File: src/atseq_pkg.sv
/*
 Constants and types of the acquisition trigger sequencer.
 Assumes one 125 MHz clock and a synchronous active-high reset.
*/
// Notes on behaviour
// - Posttrigger-only run loads post count, counts ticks down, ends at zero.
// - Pretrigger run loads pre count on start trigger, counts ticks down.
// - Pretrigger count at zero reloads counter with post count.
// - Reference trigger before pretrigger samples are taken is ignored.
// - After accepted reference trigger, count post samples then stop.
// - Start is hardware or software; software start pulses start output.
// - Stops: finite count, finite reference trigger, continuous software stop.
// - Digital start source: any function pin, timing bus 0..6, internal.
// - Digital start acts on selectable rising or falling edge.
// - Analog source starts on first rising edge of comparison event.
// - Start pin as output mirrors internal start trigger, any source.
// - Routed trigger output is an active-high pulse.
// - After reset the start trigger pin is an input.
// - Start trigger starts tick counter; first tick delay default two timebase ticks.
// - Post count equals buffer size minus pretrigger count.
package atseq_pkg;
   // ********************
   // Sizes
   // ********************
   localparam int COUNT_W   = 24;
   localparam int PIN_N     = 10;
   localparam int BUS_N     = 7;
   localparam int INT_N     = 4;
   localparam int SEL_W     = 5;
   localparam int DIV_W     = 16;
   localparam int DELAY_W   = 8;
   localparam logic [DELAY_W-1:0] FIRST_DELAY_DEFAULT = 8'h02;
   localparam logic [DIV_W-1:0]   DIV_DEFAULT         = 16'h0004;
   localparam logic [COUNT_W-1:0] COUNT_ZERO          = 24'h00_0000;
   localparam logic [COUNT_W-1:0] COUNT_ONE           = 24'h00_0001;

   // ********************
   // Types
   // ********************
   typedef enum logic [1:0] {
      ATSEQ_SRC_SOFT,
      ATSEQ_SRC_DIGITAL,
      ATSEQ_SRC_ANALOG,
      ATSEQ_SRC_NONE
   } atseq_src_t;

   typedef enum logic [1:0] {
      ATSEQ_STOP_COUNT,
      ATSEQ_STOP_REF,
      ATSEQ_STOP_CONT
   } atseq_stop_t;

   typedef enum logic [2:0] {
      ATSEQ_IDLE,
      ATSEQ_DELAY,
      ATSEQ_PRE,
      ATSEQ_ARMED,
      ATSEQ_POST,
      ATSEQ_RUN
   } atseq_state_t;
endpackage

File: src/atseq_sequencer.sv
/*
 Acquisition trigger sequencer: start and reference triggers, sample tick
 generation from a timebase divider, sample counter, stop modes, and a
 sample FIFO. Assumes pins and trigger sources are asynchronous and the
 host drives configuration ports steady while running.
*/
module atseq_sequencer #(
   parameter int SAMPLE_W = 16,
   parameter int FIFO_DEPTH = 16
) (
   // Clock and reset
   input  wire logic                                clk,
   input  wire logic                                reset,
   // Host configuration
   input  wire atseq_pkg::atseq_src_t               start_src,
   input  wire atseq_pkg::atseq_src_t               ref_src,
   input  wire atseq_pkg::atseq_stop_t              stop_mode,
   input  wire logic [atseq_pkg::SEL_W-1:0]         start_sel,
   input  wire logic [atseq_pkg::SEL_W-1:0]         ref_sel,
   input  wire logic                                start_falling,
   input  wire logic                                ref_falling,
   input  wire logic                                tick_falling,
   input  wire logic [atseq_pkg::COUNT_W-1:0]       buffer_size,
   input  wire logic [atseq_pkg::COUNT_W-1:0]       pretrigger_count,
   input  wire logic [atseq_pkg::DIV_W-1:0]         tick_divisor,
   input  wire logic [atseq_pkg::DELAY_W-1:0]       first_tick_delay,
   input  wire logic                                start_pin_output,
   // Host commands
   input  wire logic                                sw_start,
   input  wire logic                                sw_stop,
   // Trigger sources (asynchronous)
   input  wire logic [atseq_pkg::PIN_N-1:0]         programmable_function_pin,
   input  wire logic [atseq_pkg::BUS_N-1:0]         system_timing_bus_line,
   input  wire logic [atseq_pkg::INT_N-1:0]         internal_source,
   input  wire logic                                analog_compare_event,
   input  wire logic                                sample_tick_timebase,
   // Start trigger pin
   input  wire logic                                start_trigger_pin_in,
   output logic                                     start_trigger_output_pin,
   output logic                                     start_trigger_pin_oe,
   // Sample data
   input  wire logic [SAMPLE_W-1:0]                 sample_data,
   output logic                                     sample_valid,
   input  wire logic                                sample_ready,
   output logic [SAMPLE_W-1:0]                      sample_out,
   // Status
   output logic                                     acq_running,
   output logic                                     acq_complete,
   output logic                                     acq_overflow,
   output logic                                     sample_tick,
   output logic [atseq_pkg::COUNT_W-1:0]            sample_count
);
   localparam int SRC_N = atseq_pkg::PIN_N + atseq_pkg::BUS_N + atseq_pkg::INT_N + 1;
   localparam logic [1:0] SETTLE_DONE = 2'h3;
   initial
   begin
      if (SRC_N > (1 << atseq_pkg::SEL_W)) $error("Selector too narrow");
      if (SAMPLE_W < 1) $error("SAMPLE_W must be positive");
   end

   // ********************
   // State
   // ********************
   typedef struct packed {
      logic [SRC_N-1:0]               sync1;
      logic [SRC_N-1:0]               sync2;
      logic                           tb1;
      logic                           tb2;
      logic                           tb_prev;
      logic                           start_prev;
      logic                           ref_prev;
      logic                           ana_prev;
      logic [1:0]                     settle;
      atseq_pkg::atseq_state_t        state;
      logic [atseq_pkg::COUNT_W-1:0]  count;
      logic [atseq_pkg::DIV_W-1:0]    div;
      logic [atseq_pkg::DELAY_W-1:0]  delay;
      logic                           start_pulse;
      logic                           oe;
      logic                           running;
      logic                           complete;
      logic                           overflow;
      logic                           tick;
   } atseq_state_reg_t;

   atseq_state_reg_t st;
   atseq_state_reg_t next_st;
   logic             fifo_in_ready;
   logic             fifo_out_valid;
   logic [SAMPLE_W-1:0] fifo_out_data;

   // Source list: function pins (pin 0 is the start pin), bus lines, internals
   function automatic logic pick(input logic [SRC_N-1:0] srcs,
                                 input logic [atseq_pkg::SEL_W-1:0] sel);
      pick = (int'(sel) < SRC_N) ? srcs[sel] : 1'b0;
   endfunction

   function automatic logic edge_seen(input logic now, input logic prev,
                                      input logic falling);
      edge_seen = falling ? (prev && !now) : (!prev && now);
   endfunction

   // ********************
   // Next state
   // ********************
   always_comb
   begin
      logic start_lvl;
      logic ref_lvl;
      logic tb_edge;
      logic start_go;
      logic ref_go;
      logic tick_now;
      logic edges_ok;
      logic [atseq_pkg::COUNT_W-1:0] post_count;
      start_lvl  = 1'b0;
      ref_lvl    = 1'b0;
      tb_edge    = 1'b0;
      start_go   = 1'b0;
      ref_go     = 1'b0;
      tick_now   = 1'b0;
      edges_ok   = 1'b0;
      post_count = buffer_size - pretrigger_count;
      next_st    = st;

      next_st.sync1 = {analog_compare_event, internal_source, system_timing_bus_line,
                       programmable_function_pin[atseq_pkg::PIN_N-1:1],
                       st.oe ? 1'b0 : start_trigger_pin_in};
      next_st.sync2 = st.sync1;
      // No trigger edges until synchronisers and prev flops hold real levels
      next_st.settle = (st.settle == SETTLE_DONE) ? st.settle : st.settle + 2'h1;
      edges_ok       = st.settle == SETTLE_DONE;
      next_st.tb1   = sample_tick_timebase;
      next_st.tb2   = st.tb1;
      next_st.tb_prev = st.tb2;
      tb_edge = edge_seen(st.tb2, st.tb_prev, tick_falling);

      // ********************
      // Trigger detection
      // ********************
      start_lvl = pick(st.sync2, start_sel);
      ref_lvl   = pick(st.sync2, ref_sel);
      next_st.start_prev = start_lvl;
      next_st.ref_prev   = ref_lvl;
      next_st.ana_prev   = st.sync2[SRC_N-1];

      case (start_src)
         atseq_pkg::ATSEQ_SRC_DIGITAL:
            start_go = edges_ok && edge_seen(start_lvl, st.start_prev, start_falling);
         atseq_pkg::ATSEQ_SRC_ANALOG:
            start_go = edges_ok && st.sync2[SRC_N-1] && !st.ana_prev;
         default:
            start_go = sw_start;
      endcase
      case (ref_src)
         atseq_pkg::ATSEQ_SRC_DIGITAL:
            ref_go = edges_ok && edge_seen(ref_lvl, st.ref_prev, ref_falling);
         atseq_pkg::ATSEQ_SRC_ANALOG:
            ref_go = edges_ok && st.sync2[SRC_N-1] && !st.ana_prev;
         default:
            ref_go = 1'b0;
      endcase

      next_st.start_pulse = 1'b0;
      next_st.tick        = 1'b0;
      next_st.oe          = start_pin_output;

      // ********************
      // Sample tick divider
      // ********************
      if (st.state != atseq_pkg::ATSEQ_IDLE && tb_edge)
      begin
         if (st.state == atseq_pkg::ATSEQ_DELAY)
            next_st.delay = st.delay - 1'b1;
         else if (st.div <= 16'h0001)
         begin
            next_st.div = tick_divisor;
            tick_now = 1'b1;
         end
         else
            next_st.div = st.div - 1'b1;
      end
      next_st.tick = tick_now;

      case (st.state)
         atseq_pkg::ATSEQ_IDLE:
            if (start_go)
            begin
               // Pulse only when the pin drives in the same cycle
               next_st.start_pulse = start_pin_output;
               next_st.running  = 1'b1;
               next_st.complete = 1'b0;
               next_st.delay    = (first_tick_delay == '0) ? 8'h01 : first_tick_delay;
               next_st.div      = tick_divisor;
               next_st.state    = atseq_pkg::ATSEQ_DELAY;
               if (stop_mode == atseq_pkg::ATSEQ_STOP_REF)
                  next_st.count = pretrigger_count;
               else
                  next_st.count = post_count;
            end
         atseq_pkg::ATSEQ_DELAY:
            if (tb_edge && st.delay <= 8'h01)
            begin
               next_st.tick = 1'b1;
               tick_now     = 1'b1;
               case (stop_mode)
                  atseq_pkg::ATSEQ_STOP_REF:  next_st.state = atseq_pkg::ATSEQ_PRE;
                  atseq_pkg::ATSEQ_STOP_CONT: next_st.state = atseq_pkg::ATSEQ_RUN;
                  default:                    next_st.state = atseq_pkg::ATSEQ_POST;
               endcase
               if (stop_mode != atseq_pkg::ATSEQ_STOP_CONT && st.count != atseq_pkg::COUNT_ZERO)
                  next_st.count = st.count - atseq_pkg::COUNT_ONE;
               if (stop_mode == atseq_pkg::ATSEQ_STOP_REF && st.count <= atseq_pkg::COUNT_ONE)
               begin
                  next_st.count = post_count;
                  next_st.state = atseq_pkg::ATSEQ_ARMED;
               end
               else if (stop_mode == atseq_pkg::ATSEQ_STOP_COUNT
                        && st.count <= atseq_pkg::COUNT_ONE)
               begin
                  next_st.state    = atseq_pkg::ATSEQ_IDLE;
                  next_st.running  = 1'b0;
                  next_st.complete = 1'b1;
               end
            end
         atseq_pkg::ATSEQ_PRE:
            if (tick_now)
            begin
               next_st.count = st.count - atseq_pkg::COUNT_ONE;
               if (st.count <= atseq_pkg::COUNT_ONE)
               begin
                  next_st.count = post_count;
                  next_st.state = atseq_pkg::ATSEQ_ARMED;
               end
            end
         atseq_pkg::ATSEQ_ARMED:
            if (ref_go)
               next_st.state = atseq_pkg::ATSEQ_POST;
         atseq_pkg::ATSEQ_POST:
            if (tick_now)
            begin
               next_st.count = st.count - atseq_pkg::COUNT_ONE;
               if (st.count <= atseq_pkg::COUNT_ONE)
               begin
                  next_st.count    = atseq_pkg::COUNT_ZERO;
                  next_st.state    = atseq_pkg::ATSEQ_IDLE;
                  next_st.running  = 1'b0;
                  next_st.complete = 1'b1;
               end
            end
         atseq_pkg::ATSEQ_RUN: ;
         default:
            next_st.state = atseq_pkg::ATSEQ_IDLE;
      endcase
      // Software stop overrides any transition out of a non-idle state; a start from idle still goes ahead
      if (sw_stop && st.state != atseq_pkg::ATSEQ_IDLE)
      begin
         next_st.state   = atseq_pkg::ATSEQ_IDLE;
         next_st.running = 1'b0;
      end
      if (tick_now && !fifo_in_ready)
         next_st.overflow = 1'b1;
      else if (start_go && st.state == atseq_pkg::ATSEQ_IDLE)
         next_st.overflow = 1'b0;
   end

   always_ff @(posedge clk)
   begin
      if (reset)
      begin
         st       <= '0;
         st.state <= atseq_pkg::ATSEQ_IDLE;
         st.oe    <= 1'b0;
      end
      else
         st <= next_st;
   end

   // ********************
   // Sample buffer
   // ********************
   atseq_fifo #(.WIDTH(SAMPLE_W), .DEPTH(FIFO_DEPTH)) u_fifo (
      .clk       (clk),
      .reset     (reset),
      .in_valid  (st.tick),
      .in_ready  (fifo_in_ready),
      .in_data   (sample_data),
      .out_valid (fifo_out_valid),
      .out_ready (sample_ready),
      .out_data  (fifo_out_data)
   );

   // ********************
   // Outputs
   // ********************

   assign sample_valid             = fifo_out_valid;
   assign sample_out               = fifo_out_data;
   assign start_trigger_output_pin = st.start_pulse;
   assign start_trigger_pin_oe     = st.oe;
   assign acq_running              = st.running;
   assign acq_complete             = st.complete;
   assign acq_overflow             = st.overflow;
   assign sample_tick              = st.tick;
   assign sample_count             = st.count;
endmodule // atseq_sequencer

File: src/atseq_fifo.sv
/*
 Sample FIFO with valid/ready on both sides.
 Assumes one clock, synchronous active-high reset.
*/
module atseq_fifo #(
   parameter int WIDTH = 16,
   parameter int DEPTH = 16
) (
   // Clock and reset
   input  wire logic             clk,
   input  wire logic             reset,
   // Fill side
   input  wire logic             in_valid,
   output logic                  in_ready,
   input  wire logic [WIDTH-1:0] in_data,
   // Drain side
   output logic                  out_valid,
   input  wire logic             out_ready,
   output logic [WIDTH-1:0]      out_data
);
   localparam int AW = $clog2(DEPTH);
   initial
   begin
      if (DEPTH < 2 || (1 << AW) != DEPTH) $error("DEPTH must be a power of two");
   end

   typedef struct packed {
      logic [AW-1:0] wr;
      logic [AW-1:0] rd;
      logic [AW:0]   level;
      logic          nonempty;
   } atseq_fifo_t;

   atseq_fifo_t           st;
   atseq_fifo_t           next_st;
   logic [WIDTH-1:0]      mem [DEPTH];
   logic                  push;
   logic                  pop;

   assign in_ready  = st.level != (AW+1)'(DEPTH);
   assign out_valid = st.nonempty;
   assign out_data  = mem[st.rd];
   assign push      = in_valid && in_ready;
   assign pop       = out_valid && out_ready;

   always_comb
   begin
      next_st = st;
      if (push) next_st.wr = st.wr + 1'b1;
      if (pop) next_st.rd = st.rd + 1'b1;
      next_st.level = st.level + (AW+1)'(push) - (AW+1)'(pop);
      next_st.nonempty = next_st.level != '0;
   end

   always_ff @(posedge clk)
   begin
      if (reset) st <= '0;
      else st <= next_st;
      if (push) mem[st.wr] <= in_data;
   end
endmodule // atseq_fifo

File: config.mk
export PLATFORM = sky130hd
export DESIGN_NAME = atseq_sequencer
export DESIGN_NICKNAME = d
export VERILOG_FILES = /design/src/atseq_pkg.sv /design/src/atseq_sequencer.sv /design/src/atseq_fifo.sv
export SDC_FILE = /design/constraint.sdc
export NUM_CORES = 1
export LEC_CHECK = 0
export BUFFER_PORTS_ARGS = -buffer_cell sky130_fd_sc_hd__buf_2
export CORE_ASPECT_RATIO = 0.9
export CORE_MARGIN = 1
export CORE_UTILIZATION = 55
export DETAILED_ROUTE_END_ITERATION = 10
export PLACE_DENSITY = 0.85
export SYNTH_ARGS = -nofsm -noshare
export SYNTH_HDL_FRONTEND = slang
export SYNTH_SLANG_ARGS = --single-unit
File: constraint.sdc
create_clock -name clk -period 5.1 [get_ports clk]
set_input_delay 0 -clock clk [delete_from_list [all_inputs] [get_ports clk]]
set_output_delay 0 -clock clk [all_outputs]
set_load 0.01 [all_outputs]
==> results of run 1 <==
## power by group through the flow
stage / combinational, mW / clock, mW / sequential [mW]
3_3_place_gp: 1.39 / 0 / 3.68
2_1_floorplan: 1.18 / 0 / 3.58
4_1_cts: 1.52 / 2.84 / 3.62
6_report: 1.55 / 2.81 / 3.62
5_1_grt: 1.69 / 2.96 / 3.65
3_5_place_dp: 1.44 / 0 / 3.69
## stage by stage
step	cells	util, %
2_1_floorplan	1345	-
3_3_place_gp	1872	60.4
3_5_place_dp	1872	60.4
4_1_cts	2034	67.3
5_1_grt	2036	67.3
6_report	2037	67.3
## metal layers
metal  wire (um)  vias to the layer above
li1            -                     5601
met1       16600                     6077
met2       24200                      700
met3        4070                      112
met4        1400                        0
met5           0                        -
## cell usage in the layout (no fill, tap or decap), types with 38 or more instances in the layout
cell type	synthesis	layout
sky130_fd_sc_hd__nand2_1	66	66
sky130_fd_sc_hd__o21ai_0	38	38
sky130_fd_sc_hd__nor2_1	127	127
sky130_fd_sc_hd__mux4_2	91	91
sky130_fd_sc_hd__buf_2	4	181
sky130_fd_sc_hd__clkbuf_16	0	39
sky130_fd_sc_hd__a21oi_1	59	59
sky130_fd_sc_hd__ha_1	46	46
sky130_fd_sc_hd__dlygate4sd3_1	0	91
sky130_fd_sc_hd__dfxtp_1	127	125
sky130_fd_sc_hd__edfxtp_1	256	256
sky130_fd_sc_hd__inv_1	53	53
sky130_fd_sc_hd__nor2b_1	53	53
## worst register-to-register path, stage by stage (launching register included)
cell and delay [ns]:
sky130_fd_sc_hd__dfxtp_1 0.35, sky130_fd_sc_hd__nor4_2 0.40, sky130_fd_sc_hd__nand3_1 0.23, sky130_fd_sc_hd__or4_1 0.73, sky130_fd_sc_hd__or3_1 0.41, sky130_fd_sc_hd__a221o_1 0.42, sky130_fd_sc_hd__a21oi_4 0.62, sky130_fd_sc_hd__buf_4 0.36
sky130_fd_sc_hd__nor2_1 0.08, sky130_fd_sc_hd__a211oi_1 0.22
## state kept, by name, indices dropped and copies added (netlist names), named ones only
signal                    cells
u_fifo.mem                  256
acq_complete                  1
u_fifo.st                    13
start_trigger_pin_oe          1
acq_running                   1
acq_overflow                  1
u_fifo.out_valid              1
sample_tick                   1
sample_count                 24
start_trigger_output_pin      1
next_st                      25
st                           54
## repair_timing
item | in CTS | in global routing
hold endpoints to repair | 347 | 0
buffers inserted | 0 | 0
hold buffers | 91 | 0
## layout make-up
| cell class | instances | area [um^2] |
|---|---|---|
| clock buffer | 54 | 1070 |
| multi-input combinational | 818 | 6780 |
| clock inverter | 17 | 191 |
| timing repair buffer | 299 | 2020 |
| tap | 409 | 512 |
| inverter | 54 | 203 |
| fill | 1997 | 10200 |
| antenna | 3 | 7.51 |
| sequential | 383 | 10200 |
## worst max path at each step
stage               cells past startpoint       startpoint  slack, ns          endpoint
global placement                       10  sample_count[4]       1.37  sample_count[19]
global route                           10  sample_count[4]       0.80  sample_count[14]
CTS                                     9           st[18]       1.23  sample_count[14]
floorplan                               9           st[26]       2.22  sample_count[14]
finish                                  9           st[18]       1.18  sample_count[14]
detailed placement                      9           st[18]       1.27  sample_count[14]
## logic make-up (layout without fill, tap and decap cells)
kind of cell | Yosys count | count (layout)
AO/OA/AOI/OAI | 238 | 238
XOR/XNOR | 52 | 52
adder cells (fa/ha/maj) | 48 | 48
buffers and inverters | 144 | 424
flip-flops | 383 | 383
multiplexers | 107 | 107
other | 0 | 3
AND/OR/NAND/NOR | 373 | 373
==> impl_results.rst, run 1 <==
.. list-table::
   :header-rows: 1

   * - Metric
     - Value
   * - ANT nets after route
     - 0
   * - Logic pwr share
     - 19.4%
   * - Post-layout minimum cycle time
     - 3.92 ns
   * - Clock Sinks
     - 383
   * - Overall die width
     - 191 um
   * - Path type of the worst setup path
     - reg -> reg
   * - Netlist area before placement
     - 17600 um^2
   * - Largest family of logic cells by synthesized area
     - multiplexers
   * - Classification of the worst-slack hold path
     - in -> reg
   * - Number of antenna violations at the first check in global routing
     - 3
   * - Final Worst Setup Slack
     - 1.18 ns
   * - Most used routing layer
     - met2
   * - Mean area per synthesized cell
     - 13.1 um^2
   * - Min-Delay Endpoint
     - sample_count[7]
   * - Startpoint type of the worst setup path
     - flip-flop
   * - Worst hold slack after final layout
     - 0.0459 ns
   * - Sw Ratio
     - 27.9%
   * - Max transition margin
     - 28.2%
   * - Number of port buffers
     - 182
   * - Via count
     - 12500
   * - Number of global-route vias before repair
     - 12400
   * - Library cell with the largest summed area after synthesis
     - sky130_fd_sc_hd__edfxtp_1
   * - Clock slew at reported path FFs
     - 0.07 ns
   * - Max capacitance violation total
     - 0
   * - Critical path required time
     - 5.53 ns
   * - Part of the cycle the worst path needs
     - 77.0%
   * - GRT overflow
     - 0
   * - Final Hold Violating Endpoints
     - 0
   * - Worst-case register-to-register setup slack
     - 1.18 ns
   * - Die extent in y
     - 172 um
   * - CTS buffer count
     - 39
   * - Resize count post-CTS
     - 0
   * - Global router's overall resource usage
     - 28.3%
   * - Placement Cell Area
     - 18800 um^2
   * - Nets@finish
     - 1780
   * - Signal arrival time at the worst endpoint
     - 4.36 ns
   * - Cell-internal power
     - 5.76 mW
   * - Placeable Area
     - 31200 um^2
   * - Met3 track utilization from global routing
     - 5.90%
   * - Kind of cell adding the most delay to the critical path
     - simple AND/OR/NAND/NOR gates
   * - Number of buffers and inverters on the critical path
     - 1
   * - Terminus of the critical flop-to-flop path
     - sample_count[14]
   * - TritonCTS clock tree
     - done
   * - First-pass detailed-route iteration total
     - 7
   * - Global Route met2 Usage
     - 51.5%
   * - Number of cell rows
     - 61
   * - Gpl congestion
     - 0.943
   * - Clock Skews
     - 0.0220 ns
   * - Master of the slowest instance on the critical path
     - sky130_fd_sc_hd__or4_1
   * - Power share of the clock group
     - 35.2%
   * - Post-route total power
     - 7.99 mW
   * - Max clock buf depth
     - 3
   * - Critical register-to-register path startpoint
     - st[18]
   * - Post-synth top cells
     - sky130_fd_sc_hd__edfxtp_1 (256), sky130_fd_sc_hd__dfxtp_1 (127), sky130_fd_sc_hd__nor2_1 (127)
   * - Worst hold path depth
     - 4
   * - Wire length per cell
     - 22.7 um
   * - Kind of capture point of the worst setup path
     - flip-flop
   * - Final Setup Violations
     - 0
   * - Simple logic cell fraction of the synthesized area
     - 10.4%
   * - Syn Nets
     - 1530
   * - Initial core utilization
     - 56.5%
   * - Synthesized instance count
     - 1345
   * - Top_reg_cell synth
     - sky130_fd_sc_hd__edfxtp_1
   * - Unrepaired setup endpoints after global routing
     - false
   * - Worst Path Max Fanout
     - 31
   * - Global-route track usage on met1
     - 33.1%
   * - CTS Root Cell
     - sky130_fd_sc_hd__clkbuf_16
   * - Setup TNS Final
     - 0 ns
   * - Synth warn
     - 0
   * - Share of the synthesized area in compound gates (AO/OA/AOI/OAI)
     - 9.21%
   * - Fin. max-slew vios
     - 0
   * - Max H-tree Level
     - 2
   * - Synth cell types
     - 73
   * - Worst vdd rail ir drop
     - 0.291 mV
   * - Top-Level Pins
     - 184
   * - Share of flip-flops with an asynchronous set or reset after synthesis
     - 0%
   * - Multiplexer area fraction after synthesis
     - 12.6%
   * - Sequential cell area fraction in the yosys report
     - 58.0%
   * - Most frequent cell after synthesis
     - sky130_fd_sc_hd__edfxtp_1
   * - First-pass GRT wire length
     - 69700 um
   * - Xor and xnor area share after synthesis
     - 2.58%
   * - Ordered list of cells on the worst path
     - nor4_2 > nand3_1 > or4_1 > or3_1 > a221o_1 > a21oi_4 > buf_4 > nor2_1 > a211oi_1
   * - Area of the die
     - 32800 um^2
   * - Area overhead of the layout relative to synthesis
     - 19.3%
   * - Largest net degree at the start of global routing
     - 86
   * - Flop pwr share
     - 45.4%
   * - Worst min-delay path startpoint
     - pretrigger_count[7]
   * - Final standard cell area without fillers
     - 21000 um^2
   * - Final HPWL from detailed placement
     - 26900 um
   * - Latest clock arrival within the worst-skew pair
     - 0.54 ns
   * - Transition time at the pin with the least slew margin
     - 1.08 ns
   * - Run status
     - finished, final reports clean
   * - P_sw
     - 2.23 mW
   * - DR iter-0 viols
     - 1177
   * - Cell types occupying the most area after synthesis
     - sky130_fd_sc_hd__edfxtp_1 (44%), sky130_fd_sc_hd__dfxtp_1 (14%), sky130_fd_sc_hd__mux4_2 (12%)
   * - PwrDens
     - 380 nW/um^2
   * - Delay of the slowest cell on the worst path
     - 0.73 ns
   * - Yosys top cell area share
     - 43.6%
   * - Total routed wirelength
     - 46300 um
   * - Leakage dissipation
     - 7.74 nW
   * - Via density per instance
     - 6.13
   * - Count of cells along the worst register-to-register path
     - 9
   * - Share of final-layout standard cells stronger than drive strength 1
     - 23.1%
   * - Post-detailed-route DRC marker count
     - 0
   * - Synthesis-stage register bit count
     - 383
   * - Worst setup slack after placement
     - 1.27 ns
   * - F_max
     - 255 MHz
   * - Adder and majority gate portion of the synthesized area
     - 3.49%
   * - Number of flops mapped to enable cells by yosys
     - 256
No activity file was read; power rests on OpenSTA's default activity.
==> run 2: changes to the inputs <==
clock period = 4 ns   (was 5.1 ns; I/O delays follow)
==> run 2 against run 1 <==
  * Register-to-register slack got worse by 0.65 ns
  * Routed wire length shrank 2.0%
  * Worst hold slack got worse by 0.013 ns
  * Core utilization grew 0.42 points
  * Clock power is 31% higher
==> impl_results.rst, run 2 (synthesis gave the netlist of run 1 again) <==
.. list-table::
   :header-rows: 1

   * - Metric
     - Value
   * - Latest clock arrival within the worst-skew pair
     - 0.54 ns (about the same)
   * - Final Hold Violating Endpoints
     - 0 (unchanged)
   * - Classification of the worst-slack hold path
     - in -> reg
   * - Top-Level Pins
     - 184 (unchanged)
   * - Via count
     - 12400 (-0.39%)
   * - CTS buffer count
     - 38 (-2.6%)
   * - Post-Place Cells
     - 1876 (+0.21%)
   * - Die extent in y
     - 172 um (unchanged)
   * - Clock Skews
     - 0.0295 ns (+0.00748 ns)
   * - Max clock buf depth
     - 3 (unchanged)
   * - Global router's overall resource usage
     - 27.8% (-0.54 points)
   * - Final instance count without filler cells
     - 2042 (+0.25%)
   * - Nets@finish
     - 1787 (+0.39%)
   * - Path type of the worst setup path
     - reg -> reg
   * - # fillers
     - 2019 (+1.1%)
   * - Startpoint type of the worst setup path
     - flip-flop
   * - Clock Sinks
     - 383 (unchanged)
   * - Delay of the slowest cell on the worst path
     - 0.70 ns (-0.03 ns)
   * - Cell-internal power
     - 7.49 mW (+30%)
   * - Via density per instance
     - 6.09 (-0.64%)
   * - Top library cells by usage in the layout, fill and taps aside
     - sky130_fd_sc_hd__edfxtp_1 (256), sky130_fd_sc_hd__buf_2 (181), sky130_fd_sc_hd__nor2_1 (127), sky130_fd_sc_hd__dfxtp_1 (125), sky130_fd_sc_hd__dlygate4sd3_1 (95)
   * - F_max
     - 288 MHz (+13%)
   * - Number of flip-flops under the largest register name
     - 256 (unchanged)
   * - Master of the slowest instance on the critical path
     - sky130_fd_sc_hd__or4_1
   * - Leakage dissipation
     - 7.79 nW (+0.66%)
   * - Overall die width
     - 191 um (unchanged)
   * - Post-layout minimum cycle time
     - 3.47 ns (-0.452 ns)
   * - Worst hold slack after final layout
     - 0.0326 ns (-0.0133 ns)
   * - Power share of the clock group
     - 35.9% (+0.7 points)
   * - PwrDens
     - 487 nW/um^2 (+28%)
   * - Max H-tree Level
     - 2 (unchanged)
   * - Area overhead of the layout relative to synthesis
     - 20.0%
   * - Resize count post-CTS
     - 0 (unchanged)
   * - ANT nets after route
     - 0 (unchanged)
   * - Post-detailed-route DRC marker count
     - 0 (unchanged)
   * - Number of buffers and inverters on the critical path
     - 1 (unchanged)
   * - P_sw
     - 2.81 mW (+26%)
   * - CTS Root Cell
     - sky130_fd_sc_hd__clkbuf_16
   * - Worst vdd rail ir drop
     - 0.399 mV (+37%)
   * - TritonCTS clock tree
     - done
   * - Max transition margin
     - 26.5% (-1.7 points)
   * - Sw Ratio
     - 27.3% (-0.63 points)
   * - Clock slew at reported path FFs
     - 0.06 ns (about the same)
   * - Gpl congestion
     - 0.945 (+0.23%)
   * - Util after Layout
     - 67.8% (+0.42 points)
   * - Run status
     - finished, final reports clean
   * - Leading cell type in the layout, fill and taps excluded
     - sky130_fd_sc_hd__edfxtp_1
   * - Wire length per cell
     - 22.2 um (-2.2%)
   * - Flop pwr share
     - 44.1% (-1.3 points)
   * - Area of the die
     - 32800 um^2 (unchanged)
   * - Placeable Area
     - 31200 um^2 (unchanged)
   * - Critical path required time
     - 4.43 ns (-1.10 ns)
   * - Worst Path Max Fanout
     - 48 (+55%)
   * - Post-CTS setup repair buffer count
     - 0 (unchanged)
   * - Ordered list of cells on the worst path
     - nor4_2 > nand3_1 > or4_1 > or3_1 > a221o_1 > a21oi_4 > buf_4 > nor2_1 > a311oi_2
   * - Setup TNS Final
     - 0 ns (unchanged)
   * - Unrepaired setup endpoints after global routing
     - false
   * - Share of final-layout standard cells stronger than drive strength 1
     - 23.3% (+0.21 points)
   * - Initial core utilization
     - 56.5% (unchanged)
   * - Number of global-route vias before repair
     - 12500 (+1.1%)
   * - Number of port buffers
     - 182 (unchanged)
   * - Total routed wirelength
     - 45400 um (-2.0%)
   * - Largest net degree at the start of global routing
     - 81 (-5.8%)
   * - Final Setup Violations
     - 0 (unchanged)
   * - Kind of capture point of the worst setup path
     - flip-flop
   * - Transition time at the pin with the least slew margin
     - 1.10 ns (+0.0255 ns)
   * - Final HPWL from detailed placement
     - 26600 um (-0.96%)
   * - Fin. max-slew vios
     - 0 (unchanged)
   * - Number of cell rows
     - 61 (unchanged)
   * - Register with the highest flop count
     - u_fifo.mem
   * - First-pass detailed-route iteration total
     - 5 (-2)
   * - Signal arrival time at the worst endpoint
     - 3.90 ns (-0.46 ns)
   * - GRT overflow
     - 0 (unchanged)
   * - Count of hold buffers inserted by post-cts repair
     - 95 (+4.4%)
   * - Number of antenna violations at the first check in global routing
     - 1 (-2)
   * - First-pass GRT wire length
     - 68900 um (-1.1%)
   * - DR iter-0 viols
     - 1271 (+8.0%)
   * - Kind of cell adding the most delay to the critical path
     - simple AND/OR/NAND/NOR gates
   * - Part of the cycle the worst path needs
     - 86.8% (+9.9 points)
   * - Max capacitance violation total
     - 0 (unchanged)
   * - Logic pwr share
     - 20.1% (+0.7 points)
## run 2: path summary, 6_finish.rpt
path | cells past startpoint | to | slack, ns | from
max | 9 | sample_count[17] | 0.53 | st[18]
min | 4 | st[61] | 0.03 | start_sel[4]
max reg2reg | 9 | sample_count[17] | 0.53 | st[18]
min reg2reg | 1 | st[71] | 0.44 | next_st[71]
## run 2: metal layers
| metal | routed length [um] | GRT usage [%] |
|---|---|---|
| met5 | 0 | 0 |
| met4 | 1480 | 9.95 |
| met3 | 3310 | 4.59 |
| met2 | 23700 | 50.7 |
| met1 | 16900 | 33.1 |
## run 2: final cells by class
cell class	count	area [um^2]	share of cell area (%)
clock inverter	24	323	1.53
inverter	54	203	0.958
timing repair buffer	307	2110	10.0
sequential	383	10200	48.4
clock buffer	46	981	4.64
multi-input combinational	818	6780	32.1
tap	409	512	2.42
antenna	1	2.50	0.0118
## run 2: metrics by stage
| step | worst slack [ns] | total power, mW | cell area (um^2) |
|---|---|---|---|
| after global placement | 0.674 | 6.48 | 18900 |
| after CTS | 0.580 | 10.3 | 21200 |
| after detailed placement | 0.613 | 6.56 | 18900 |
| final | 0.527 | 10.3 | 21200 |
| after floorplan | 1.12 | 6.06 | 17600 |
| after global routing | 0.274 | 10.7 | 21200 |
## run 2: worst register-to-register path: cells and delay by family (launching register included)
kind,cells,cell delay (ns)
AND/OR/NAND/NOR,5,1.81
buffers and inverters,1,0.43
flip-flops,1,0.35
AO/OA/AOI/OAI,3,0.78
## run 2: power groups by stage
stage / Sequential [mW] / Combinational (mW) / Clock (mW)
final: 4.54 / 2.07 / 3.69
after global routing: 4.56 / 2.25 / 3.87
after CTS: 4.53 / 2.04 / 3.73
after detailed placement: 4.62 / 1.94 / 0
after global placement: 4.60 / 1.88 / 0
after floorplan: 4.56 / 1.50 / 0
